[src/hw/wwd_pkg.sv]
package wwd_pkg;

  // Register byte offsets.
  localparam logic [7:0] ADDR_MODE = 8'h00;
  localparam logic [7:0] ADDR_RELOAD = 8'h04;
  localparam logic [7:0] ADDR_FEED = 8'h08;
  localparam logic [7:0] ADDR_COUNT = 8'h0C;
  localparam logic [7:0] ADDR_WARN = 8'h10;
  localparam logic [7:0] ADDR_WINDOW = 8'h14;
  localparam logic [7:0] ADDR_STATUS = 8'h18;
  localparam logic [7:0] ADDR_MASK = 8'h1C;

  // Mode control register bit positions.
  localparam int MODE_RUN_BIT = 0;
  localparam int MODE_RESET_BIT = 1;
  localparam int MODE_PROTECT_BIT = 2;
  localparam int MODE_LOCK_BIT = 3;

  // Status and mask bit positions.
  localparam int ST_TIMEOUT_BIT = 0;
  localparam int ST_WARN_BIT = 1;

  // Counter geometry and reset values.
  localparam int CNT_W = 24;
  localparam int WARN_W = 10;
  localparam logic [CNT_W-1:0] CNT_MAX = 24'hFFFFFF;
  localparam logic [CNT_W-1:0] RELOAD_MIN = 24'h0000FF;
  localparam logic [CNT_W-1:0] RELOAD_RST = 24'hFFFFFF;
  localparam logic [CNT_W-1:0] WINDOW_RST = 24'hFFFFFF;
  localparam logic [WARN_W-1:0] WARN_RST = 10'h000;
  localparam logic [3:0] MODE_RST = 4'h0;
  localparam logic [1:0] STATUS_RST = 2'h0;

  // Feed sequence words.
  localparam logic [7:0] FEED_FIRST = 8'hAA;
  localparam logic [7:0] FEED_SECOND = 8'h55;

  // Watchdog ticks per counter decrement.
  localparam int PRESCALE = 4;
  localparam logic [1:0] PRESCALE_LAST = 2'(PRESCALE - 1);

  typedef enum logic [0:0] {
    FEED_IDLE = 1'b0,
    FEED_ARMED = 1'b1
  } wwd_feed_t;

endpackage

[src/hw/wwd_top.sv]
// Our own choices: the register offsets and the AXI4-Lite interface to the registers.
`timescale 1ns/1ps
// How it works
// Run enable sticks once fed until reset.
// Later writes of zero to run ignored.
// Warning raised one tick after reaching compare.
// Each completed feed reloads counter from reload.
// Reload below 0xFF stored as 0xFF; prescale four.
// Protected reload change too early forces reset.
// Feed above window is a watchdog event.
// Window at maximum accepts feeds anytime.
// Software feeds with two successive words.
// Software feeds before timeout or reset follows.
// Timeout requests reset only when enabled.
// Timeout sets a readable clearable flag.
// Warning sets a readable clearable flag.
// Oscillator lock blocks power down until reset.
// Warning compare of zero gives no warning.
// Unprotected reload rewrite never causes reset.
// Counter counts down; zero while running times out.
module wwd_top
  import wwd_pkg::*;
(
  // Clock, reset and enable.
  input wire logic aclk,
  input wire logic aresetn,
  input wire logic clk_en,
  // Watchdog tick, synchronous to aclk.
  input wire logic wd_tick,
  // AXI4-Lite write address.
  input wire logic [7:0] s_axi_awaddr,
  input wire logic s_axi_awvalid,
  output logic s_axi_awready,
  // AXI4-Lite write data.
  input wire logic [31:0] s_axi_wdata,
  input wire logic [3:0] s_axi_wstrb,
  input wire logic s_axi_wvalid,
  output logic s_axi_wready,
  // AXI4-Lite write response.
  output logic [1:0] s_axi_bresp,
  output logic s_axi_bvalid,
  input wire logic s_axi_bready,
  // AXI4-Lite read address.
  input wire logic [7:0] s_axi_araddr,
  input wire logic s_axi_arvalid,
  output logic s_axi_arready,
  // AXI4-Lite read data.
  output logic [31:0] s_axi_rdata,
  output logic [1:0] s_axi_rresp,
  output logic s_axi_rvalid,
  input wire logic s_axi_rready,
  // Outputs to the system.
  output logic irq,
  output logic chip_reset_req,
  output logic osc_lock
);

  logic [7:0] aw_addr_r;
  logic aw_have_r;
  logic [31:0] w_data_r;
  logic w_have_r;
  logic [3:0] mode_r;
  logic running_r;
  logic [CNT_W-1:0] reload_r;
  logic [CNT_W-1:0] window_r;
  logic [WARN_W-1:0] warn_r;
  logic [CNT_W-1:0] count_r;
  logic [1:0] presc_r;
  logic [1:0] status_r;
  logic [1:0] mask_r;
  logic warn_pend_r;
  wwd_feed_t feed_r;

  logic wr_go;
  logic wr_ok;
  logic rd_go;
  logic rd_ok;
  logic [31:0] rd_val;
  logic [CNT_W-1:0] wdata_cnt;
  logic wr_mode, wr_reload, wr_feed, wr_warn, wr_window;
  logic wr_status, wr_mask;
  logic feed_done;
  logic step;
  logic timeout_ev;
  logic window_ev;
  logic protect_ev;
  logic warn_now;
  logic warn_ev;

  assign wr_go = aw_have_r && w_have_r && !s_axi_bvalid;
  assign rd_go = s_axi_arvalid && s_axi_arready;
  assign wdata_cnt = w_data_r[CNT_W-1:0];

  always_comb begin
    wr_mode = 1'b0;
    wr_reload = 1'b0;
    wr_feed = 1'b0;
    wr_warn = 1'b0;
    wr_window = 1'b0;
    wr_status = 1'b0;
    wr_mask = 1'b0;
    wr_ok = 1'b1;
    if (aw_addr_r == ADDR_MODE) begin
      wr_mode = wr_go;
    end else if (aw_addr_r == ADDR_RELOAD) begin
      wr_reload = wr_go;
    end else if (aw_addr_r == ADDR_FEED) begin
      wr_feed = wr_go;
    end else if (aw_addr_r == ADDR_WARN) begin
      wr_warn = wr_go;
    end else if (aw_addr_r == ADDR_WINDOW) begin
      wr_window = wr_go;
    end else if (aw_addr_r == ADDR_STATUS) begin
      wr_status = wr_go;
    end else if (aw_addr_r == ADDR_MASK) begin
      wr_mask = wr_go;
    end else if (aw_addr_r != ADDR_COUNT) begin
      wr_ok = 1'b0;
    end
  end

  always_comb begin
    rd_val = 32'h00000000;
    rd_ok = 1'b1;
    if (s_axi_araddr == ADDR_MODE) begin
      rd_val = {28'h0000000, mode_r};
    end else if (s_axi_araddr == ADDR_RELOAD) begin
      rd_val = {8'h00, reload_r};
    end else if (s_axi_araddr == ADDR_FEED) begin
      rd_val = 32'h00000000;
    end else if (s_axi_araddr == ADDR_COUNT) begin
      rd_val = {8'h00, count_r};
    end else if (s_axi_araddr == ADDR_WARN) begin
      rd_val = {22'h0, warn_r};
    end else if (s_axi_araddr == ADDR_WINDOW) begin
      rd_val = {8'h00, window_r};
    end else if (s_axi_araddr == ADDR_STATUS) begin
      rd_val = {30'h0, status_r};
    end else if (s_axi_araddr == ADDR_MASK) begin
      rd_val = {30'h0, mask_r};
    end else begin
      rd_ok = 1'b0;
    end
  end

  // Write channel: address and data are captured independently.
  always_ff @(posedge aclk) begin
    if (!aresetn) begin
      aw_have_r <= 1'b0;
      w_have_r <= 1'b0;
      aw_addr_r <= 8'h00;
      w_data_r <= 32'h00000000;
      s_axi_awready <= 1'b1;
      s_axi_wready <= 1'b1;
      s_axi_bvalid <= 1'b0;
      s_axi_bresp <= 2'h0;
    end else if (clk_en) begin
      if (s_axi_awvalid && s_axi_awready) begin
        aw_addr_r <= {s_axi_awaddr[7:2], 2'h0};
        aw_have_r <= 1'b1;
        s_axi_awready <= 1'b0;
      end
      if (s_axi_wvalid && s_axi_wready) begin
        w_data_r <= s_axi_wdata;
        w_have_r <= 1'b1;
        s_axi_wready <= 1'b0;
      end
      if (wr_go) begin
        aw_have_r <= 1'b0;
        w_have_r <= 1'b0;
        s_axi_bvalid <= 1'b1;
        s_axi_bresp <= wr_ok ? 2'h0 : 2'h2;
      end
      if (s_axi_bvalid && s_axi_bready) begin
        s_axi_bvalid <= 1'b0;
        s_axi_awready <= 1'b1;
        s_axi_wready <= 1'b1;
      end
    end
  end

  // Read channel.
  always_ff @(posedge aclk) begin
    if (!aresetn) begin
      s_axi_arready <= 1'b1;
      s_axi_rvalid <= 1'b0;
      s_axi_rdata <= 32'h00000000;
      s_axi_rresp <= 2'h0;
    end else if (clk_en) begin
      if (rd_go) begin
        s_axi_arready <= 1'b0;
        s_axi_rvalid <= 1'b1;
        s_axi_rdata <= rd_val;
        s_axi_rresp <= rd_ok ? 2'h0 : 2'h2;
      end else if (s_axi_rvalid && s_axi_rready) begin
        s_axi_rvalid <= 1'b0;
        s_axi_arready <= 1'b1;
      end
    end
  end

  // Mode bits other than the reset option only ever set.
  always_ff @(posedge aclk) begin
    if (!aresetn) begin
      mode_r <= MODE_RST;
    end else if (clk_en && wr_mode) begin
      if (w_data_r[MODE_RUN_BIT]) begin
        mode_r[MODE_RUN_BIT] <= 1'b1;
      end
      mode_r[MODE_RESET_BIT] <= w_data_r[MODE_RESET_BIT];
      if (w_data_r[MODE_PROTECT_BIT]) begin
        mode_r[MODE_PROTECT_BIT] <= 1'b1;
      end
      if (w_data_r[MODE_LOCK_BIT]) begin
        mode_r[MODE_LOCK_BIT] <= 1'b1;
      end
    end
  end

  // Limit values.
  always_ff @(posedge aclk) begin
    if (!aresetn) begin
      reload_r <= RELOAD_RST;
      window_r <= WINDOW_RST;
      warn_r <= WARN_RST;
      mask_r <= STATUS_RST;
    end else if (clk_en) begin
      if (wr_reload) begin
        reload_r <= (wdata_cnt < RELOAD_MIN) ? RELOAD_MIN : wdata_cnt;
      end
      if (wr_window) begin
        window_r <= wdata_cnt;
      end
      if (wr_warn) begin
        warn_r <= w_data_r[WARN_W-1:0];
      end
      if (wr_mask) begin
        mask_r <= w_data_r[1:0];
      end
    end
  end

  // Feed sequence: first word arms, second word completes.
  always_ff @(posedge aclk) begin
    if (!aresetn) begin
      feed_r <= FEED_IDLE;
    end else if (clk_en && wr_go) begin
      case (feed_r)
        FEED_IDLE: begin
          if (wr_feed && w_data_r[7:0] == FEED_FIRST) begin
            feed_r <= FEED_ARMED;
          end
        end
        default: begin
          feed_r <= (wr_feed && w_data_r[7:0] == FEED_FIRST) ?
            FEED_ARMED : FEED_IDLE;
        end
      endcase
    end
  end

  assign feed_done = wr_feed && feed_r == FEED_ARMED &&
    w_data_r[7:0] == FEED_SECOND;
  assign step = running_r && wd_tick && presc_r == PRESCALE_LAST;
  assign timeout_ev = step && count_r == {CNT_W{1'b0}};
  assign window_ev = feed_done && running_r &&
    window_r != CNT_MAX && count_r > window_r;
  assign protect_ev = wr_reload && mode_r[MODE_PROTECT_BIT] &&
    (count_r >= {{(CNT_W-WARN_W){1'b0}}, warn_r} ||
     count_r >= window_r);
  assign warn_now = warn_r != WARN_RST &&
    count_r <= {{(CNT_W-WARN_W){1'b0}}, warn_r};
  assign warn_ev = warn_pend_r && wd_tick;

  // Counter and prescaler.
  always_ff @(posedge aclk) begin
    if (!aresetn) begin
      running_r <= 1'b0;
      count_r <= RELOAD_RST;
      presc_r <= 2'h0;
    end else if (clk_en) begin
      if (feed_done && mode_r[MODE_RUN_BIT]) begin
        running_r <= 1'b1;
      end
      if (running_r && wd_tick) begin
        presc_r <= presc_r + 2'h1;
      end
      if (feed_done) begin
        count_r <= reload_r;
        presc_r <= 2'h0;
      end else if (timeout_ev) begin
        count_r <= reload_r;
      end else if (step) begin
        count_r <= count_r - {{(CNT_W-1){1'b0}}, 1'b1};
      end
    end
  end

  // Warning pends until the following watchdog tick.
  always_ff @(posedge aclk) begin
    if (!aresetn) begin
      warn_pend_r <= 1'b0;
    end else if (clk_en) begin
      if (warn_ev || feed_done) begin
        warn_pend_r <= 1'b0;
      end else if (running_r && warn_now && !status_r[ST_WARN_BIT]) begin
        warn_pend_r <= 1'b1;
      end
    end
  end

  // Sticky status: a set in the same cycle beats a clear.
  always_ff @(posedge aclk) begin
    if (!aresetn) begin
      status_r <= STATUS_RST;
    end else if (clk_en) begin
      if (timeout_ev || window_ev || protect_ev) begin
        status_r[ST_TIMEOUT_BIT] <= 1'b1;
      end else if (wr_status && w_data_r[ST_TIMEOUT_BIT]) begin
        status_r[ST_TIMEOUT_BIT] <= 1'b0;
      end
      if (warn_ev) begin
        status_r[ST_WARN_BIT] <= 1'b1;
      end else if (wr_status && w_data_r[ST_WARN_BIT]) begin
        status_r[ST_WARN_BIT] <= 1'b0;
      end
    end
  end

  // System outputs.
  always_ff @(posedge aclk) begin
    if (!aresetn) begin
      irq <= 1'b0;
      chip_reset_req <= 1'b0;
      osc_lock <= 1'b0;
    end else if (clk_en) begin
      irq <= |(status_r & mask_r);
      if (protect_ev || ((timeout_ev || window_ev) &&
          mode_r[MODE_RESET_BIT])) begin
        chip_reset_req <= 1'b1;
      end
      osc_lock <= mode_r[MODE_LOCK_BIT];
    end
  end

endmodule

[config.mk]
export PLATFORM = sky130hd
export DESIGN_NAME = wwd_top
export DESIGN_NICKNAME = d
export VERILOG_FILES = /design/src/hw/wwd_pkg.sv /design/src/hw/wwd_top.sv
export SDC_FILE = /design/constraint.sdc
export NUM_CORES = 1
export LEC_CHECK = 0
export ABC_CLOCK_PERIOD_IN_PS = 2900
export BUFFER_PORTS_ARGS = -buffer_cell sky130_fd_sc_hd__buf_2
export CAP_MARGIN = 25
export CORE_MARGIN = 2
export CORE_UTILIZATION = 40
export DETAILED_ROUTE_END_ITERATION = 8
export GPL_TIMING_DRIVEN = 0
export PLACE_DENSITY = 0.69
export SLEW_MARGIN = 20
export SYNTH_ARGS = -nofsm -noshare
export SYNTH_HDL_FRONTEND = slang
export SYNTH_SLANG_ARGS = --single-unit
[constraint.sdc]
create_clock -name aclk -period 2.9 [get_ports aclk]
set_input_delay 0.435 -clock aclk [delete_from_list [all_inputs] [get_ports aclk]]
set_output_delay 0.435 -clock aclk [all_outputs]
set_load 0.01 [all_outputs]
==> reports/metrics.csv <==
metric;value;unit
Yosys top cell area share;40.6;%
Initial Util;40.8;%
final setup violating endpoints;0;
clock buffer depth;2;
slowest cell delay on critical path;440;ps
Post-synth EDFFs;0;
Filler Cells Inserted;1884;
Post-DP Area;8710;um^2
CP max FO;10;
antenna cells;0;
total of max-cap violations;0;
Setup TNS;0;ps
Clock Pin Slew Worst Setup and Hold Paths;70;ps
Die Ht;145;um
WP data arrival;3030;ps
vias in the first global route;6986;
fraction of registers with async set/reset;0;%
Worst-Skew Late Latency;430;ps
Slew headroom;42.3;%
FMAX;0.363;GHz
Int Pwr;3640;uW
Final Instance Area;9350;um^2
Slew Limit Fails;0;
Pre-Repair DR Iteration Count;6;
critical path's top delay family;simple AND/OR/NAND/NOR gates;
cells after synthesis;954;
row cnt;51;
Least-Margin Pin Slew;859;ps
Port Buffers;78;
Post-Place Cells;1308;
Static Leak;0.00377;uW
grt total ovfl;0;
status;completed;
Seq/Total Area, Yosys;40.6;%
P_sw;1230;uW
Crit Path Category;reg -> reg;
Avg Inst Size Synth;8.32;um^2
first-pass GRT wire length;40500;um
largest area contributor in the netlist;dfxtp_1;
required time of the critical path;3180;ps
Multi-input gate area;4260;um^2
number of CTS-inserted buffers;17;
slowest CP cell;or3b_1;
Residual DRC;0;
Tcrit/Tclk final;95.0;%
die area;21000;um^2
initial antenna violation count;0;
GRT Util Overall;24.7;%
synth-to-layout area growth;17.8;%
Crit. End Element;flop;
largest net degree at the start of global routing;17;
Clock Power Share;46.4;%
Synth area leaders;dfxtp_1 41%, nand2_1 6.3%, ha_1 5.7%;
via count;7709;
routed length per instance;19.4;um
number of synthesized register bits;161;
Power Density;521;nW/um^2
routability cong.;0.972;
CP Buf/Inv Count;3;
Power, Total;4870;uW
Reg power frac;47.3;%
final setup margin;146;ps
CP Cell Sequence;inv_1 -> ha_1 -> or3b_1 -> nor4_4 -> and4_1 -> or2_1 -> buf_2 -> buf_4 -> a21oi_1 -> o21ai_0 -> o211ai_1;
Worst VDD drop;0.000416;V
sw frac;25.2;%
nets@finish;1162;
Final Non-Filler Cells;1343;
crit start category;flop;
Hold Vio Cnt, Final;0;
HPWL Detailed;19700;um
Boundary Pins;105;
post-synthesis cell area;7940;um^2
Clock Tree Root;clkbuf_16;
final clock skew;8.09;ps
share of layout cells above drive strength 1;15.0;%
clock sink count;161;
min cycle time layout;2750;ps
Avg Vias per Cell;5.74;
library cells used by synthesis;64;
drt initial violations;767;
Comb power frac;6.3;%
Post-synth top flop;dfxtp_1;
Die W;145;um
CTS tree;yes;
dpl ws;-59.1;ps
Hold WC Path Type;in -> reg;
Core ar.;19500;um^2
Antenna Nets Post-Route;0;
Ys Warns;0;
H-tree level count;4;
Reg area;3220;um^2
wirelength, routed;26000;um
-- cells in the final DEF (no fill, tap or decap), types with 8 or more instances in the layout --
master	Yosys	routed
dfxtp_1	161	161
inv_1	42	42
buf_4	11	14
o22ai_1	8	8
clkbuf_1	51	50
o21ai_0	36	35
clkbuf_16	0	17
a22oi_1	16	16
a21oi_1	73	73
nor2_1	87	87
a221o_1	13	13
conb_1	1	10
a211oi_1	16	16
nand2b_1	8	8
a31oi_1	10	10
ha_1	36	36
buf_2	8	87
mux2i_1	22	22
nand3_1	23	23
nor3_1	24	22
a222oi_1	17	17
nand4_1	15	15
nand2_1	134	134
nor4_1	15	14
o211ai_1	34	34
-- synth_stat cells, types with 2 or more instances --
cell / instances
nand4b_1: 3
nor2_1: 87
buf_2: 8
inv_1: 42
o21ai_0: 36
a221oi_1: 2
mux2_2: 7
and3_1: 7
or4_1: 3
nand2_1: 134
clkbuf_1: 51
a211oi_1: 16
buf_6: 3
o32a_1: 4
a221o_1: 13
nand4_1: 15
buf_1: 3
a22oi_1: 16
nor2b_1: 5
nand3b_1: 3
a222oi_1: 17
nor4_2: 2
a21oi_1: 73
a21o_1: 7
mux2_4: 2
and4_1: 5
o221ai_1: 2
nand3_1: 23
nand2b_1: 8
o22ai_1: 8
o211ai_1: 34
nor4_1: 15
a31oi_1: 10
ha_1: 36
a2111oi_0: 2
nor3_1: 24
or2_2: 2
dfxtp_1: 161
and2_1: 3
mux2i_1: 22
nor4_4: 3
o21a_1: 5
buf_4: 11
-- routing by layer --
layer / up-vias / routed length, um / global-route usage [%] / share of wire [%]
met5: - / 0 / 0 / 0
met4: 0 / 954 / 10.1 / 3.7
met3: 68 / 2380 / 5.79 / 9.1
met2: 357 / 11200 / 36.5 / 43
met1: 3603 / 11500 / 34.5 / 44
li1: 3681 / - / - / -
-- worst paths after layout --
check	start	to	slack, ps	depth (start not counted)
setup / recovery	count_r[0]	count_r[9]	150	11
setup reg to reg	count_r[0]	count_r[9]	150	11
hold / removal	s_axi_awaddr[5]	aw_addr_r[5]	230	3
hold reg to reg	aw_have_r	aw_have_r	470	2
-- sequential cells by signal, summed over array words and instances, names as in the netlist, 2 cells and up --
name,count
count_r,24
reload_r,24
s_axi_rdata,24
w_data_r,24
window_r,24
warn_r,10
aw_addr_r,6
mode_r,4
mask_r,2
presc_r,2
status_r,2
-- power groups by stage --
stage	registers (uW)	logic [uW]	clock network [uW]
2_1_floorplan	2350	164	0
3_3_place_gp	2350	304	0
3_5_place_dp	2350	306	0
4_1_cts	2300	307	2280
5_1_grt	2310	338	2380
6_report	2300	307	2260
-- cell families (layout without fill, tap and decap cells) --
group | Yosys count | in the layout | synth area share, %
fa+ha+maj | 36 | 36 | 5.67
simple gates | 351 | 351 | 21.3
buf+inv | 119 | 234 | 6.55
xor+xnor | 1 | 1 | 0.110
other cells | 1 | 10 | 0.0472
mux | 31 | 31 | 4.14
compound gates | 254 | 254 | 21.6
flops | 161 | 161 | 40.6
-- worst min-delay path, cell delays in order --
cell     delay (ps)
buf_2            70
mux2i_1          50
nor2_1           70
-- timing repair --
action	in CTS	in global routing
hold buffers	0	0
setup endpoints to repair	2	24
endpoints found under the hold margin	0	0
resized for setup	1	11
setup buffers	0	3
pin swaps	0	3
-- stage by stage --
stage | hold slack, ps | util (%)
CTS | 223 | 47.8
global route | 229 | 48.1
finish | 234 | 48.1
floorplan | 437 | -
detailed placement | 461 | 44.7
global placement | 455 | 44.7
-- layout make-up --
type	instances	area share (%)
multi-input cells	683	45.6
flip-flops and latches	161	34.5
clock buffers	20	4.99
repair buffers	83	4.52
plain buffers	76	3.88
well taps	265	3.54
inverters	43	1.73
clock inverters	12	1.30
Note: power is estimated with default switching activity, not from simulation.
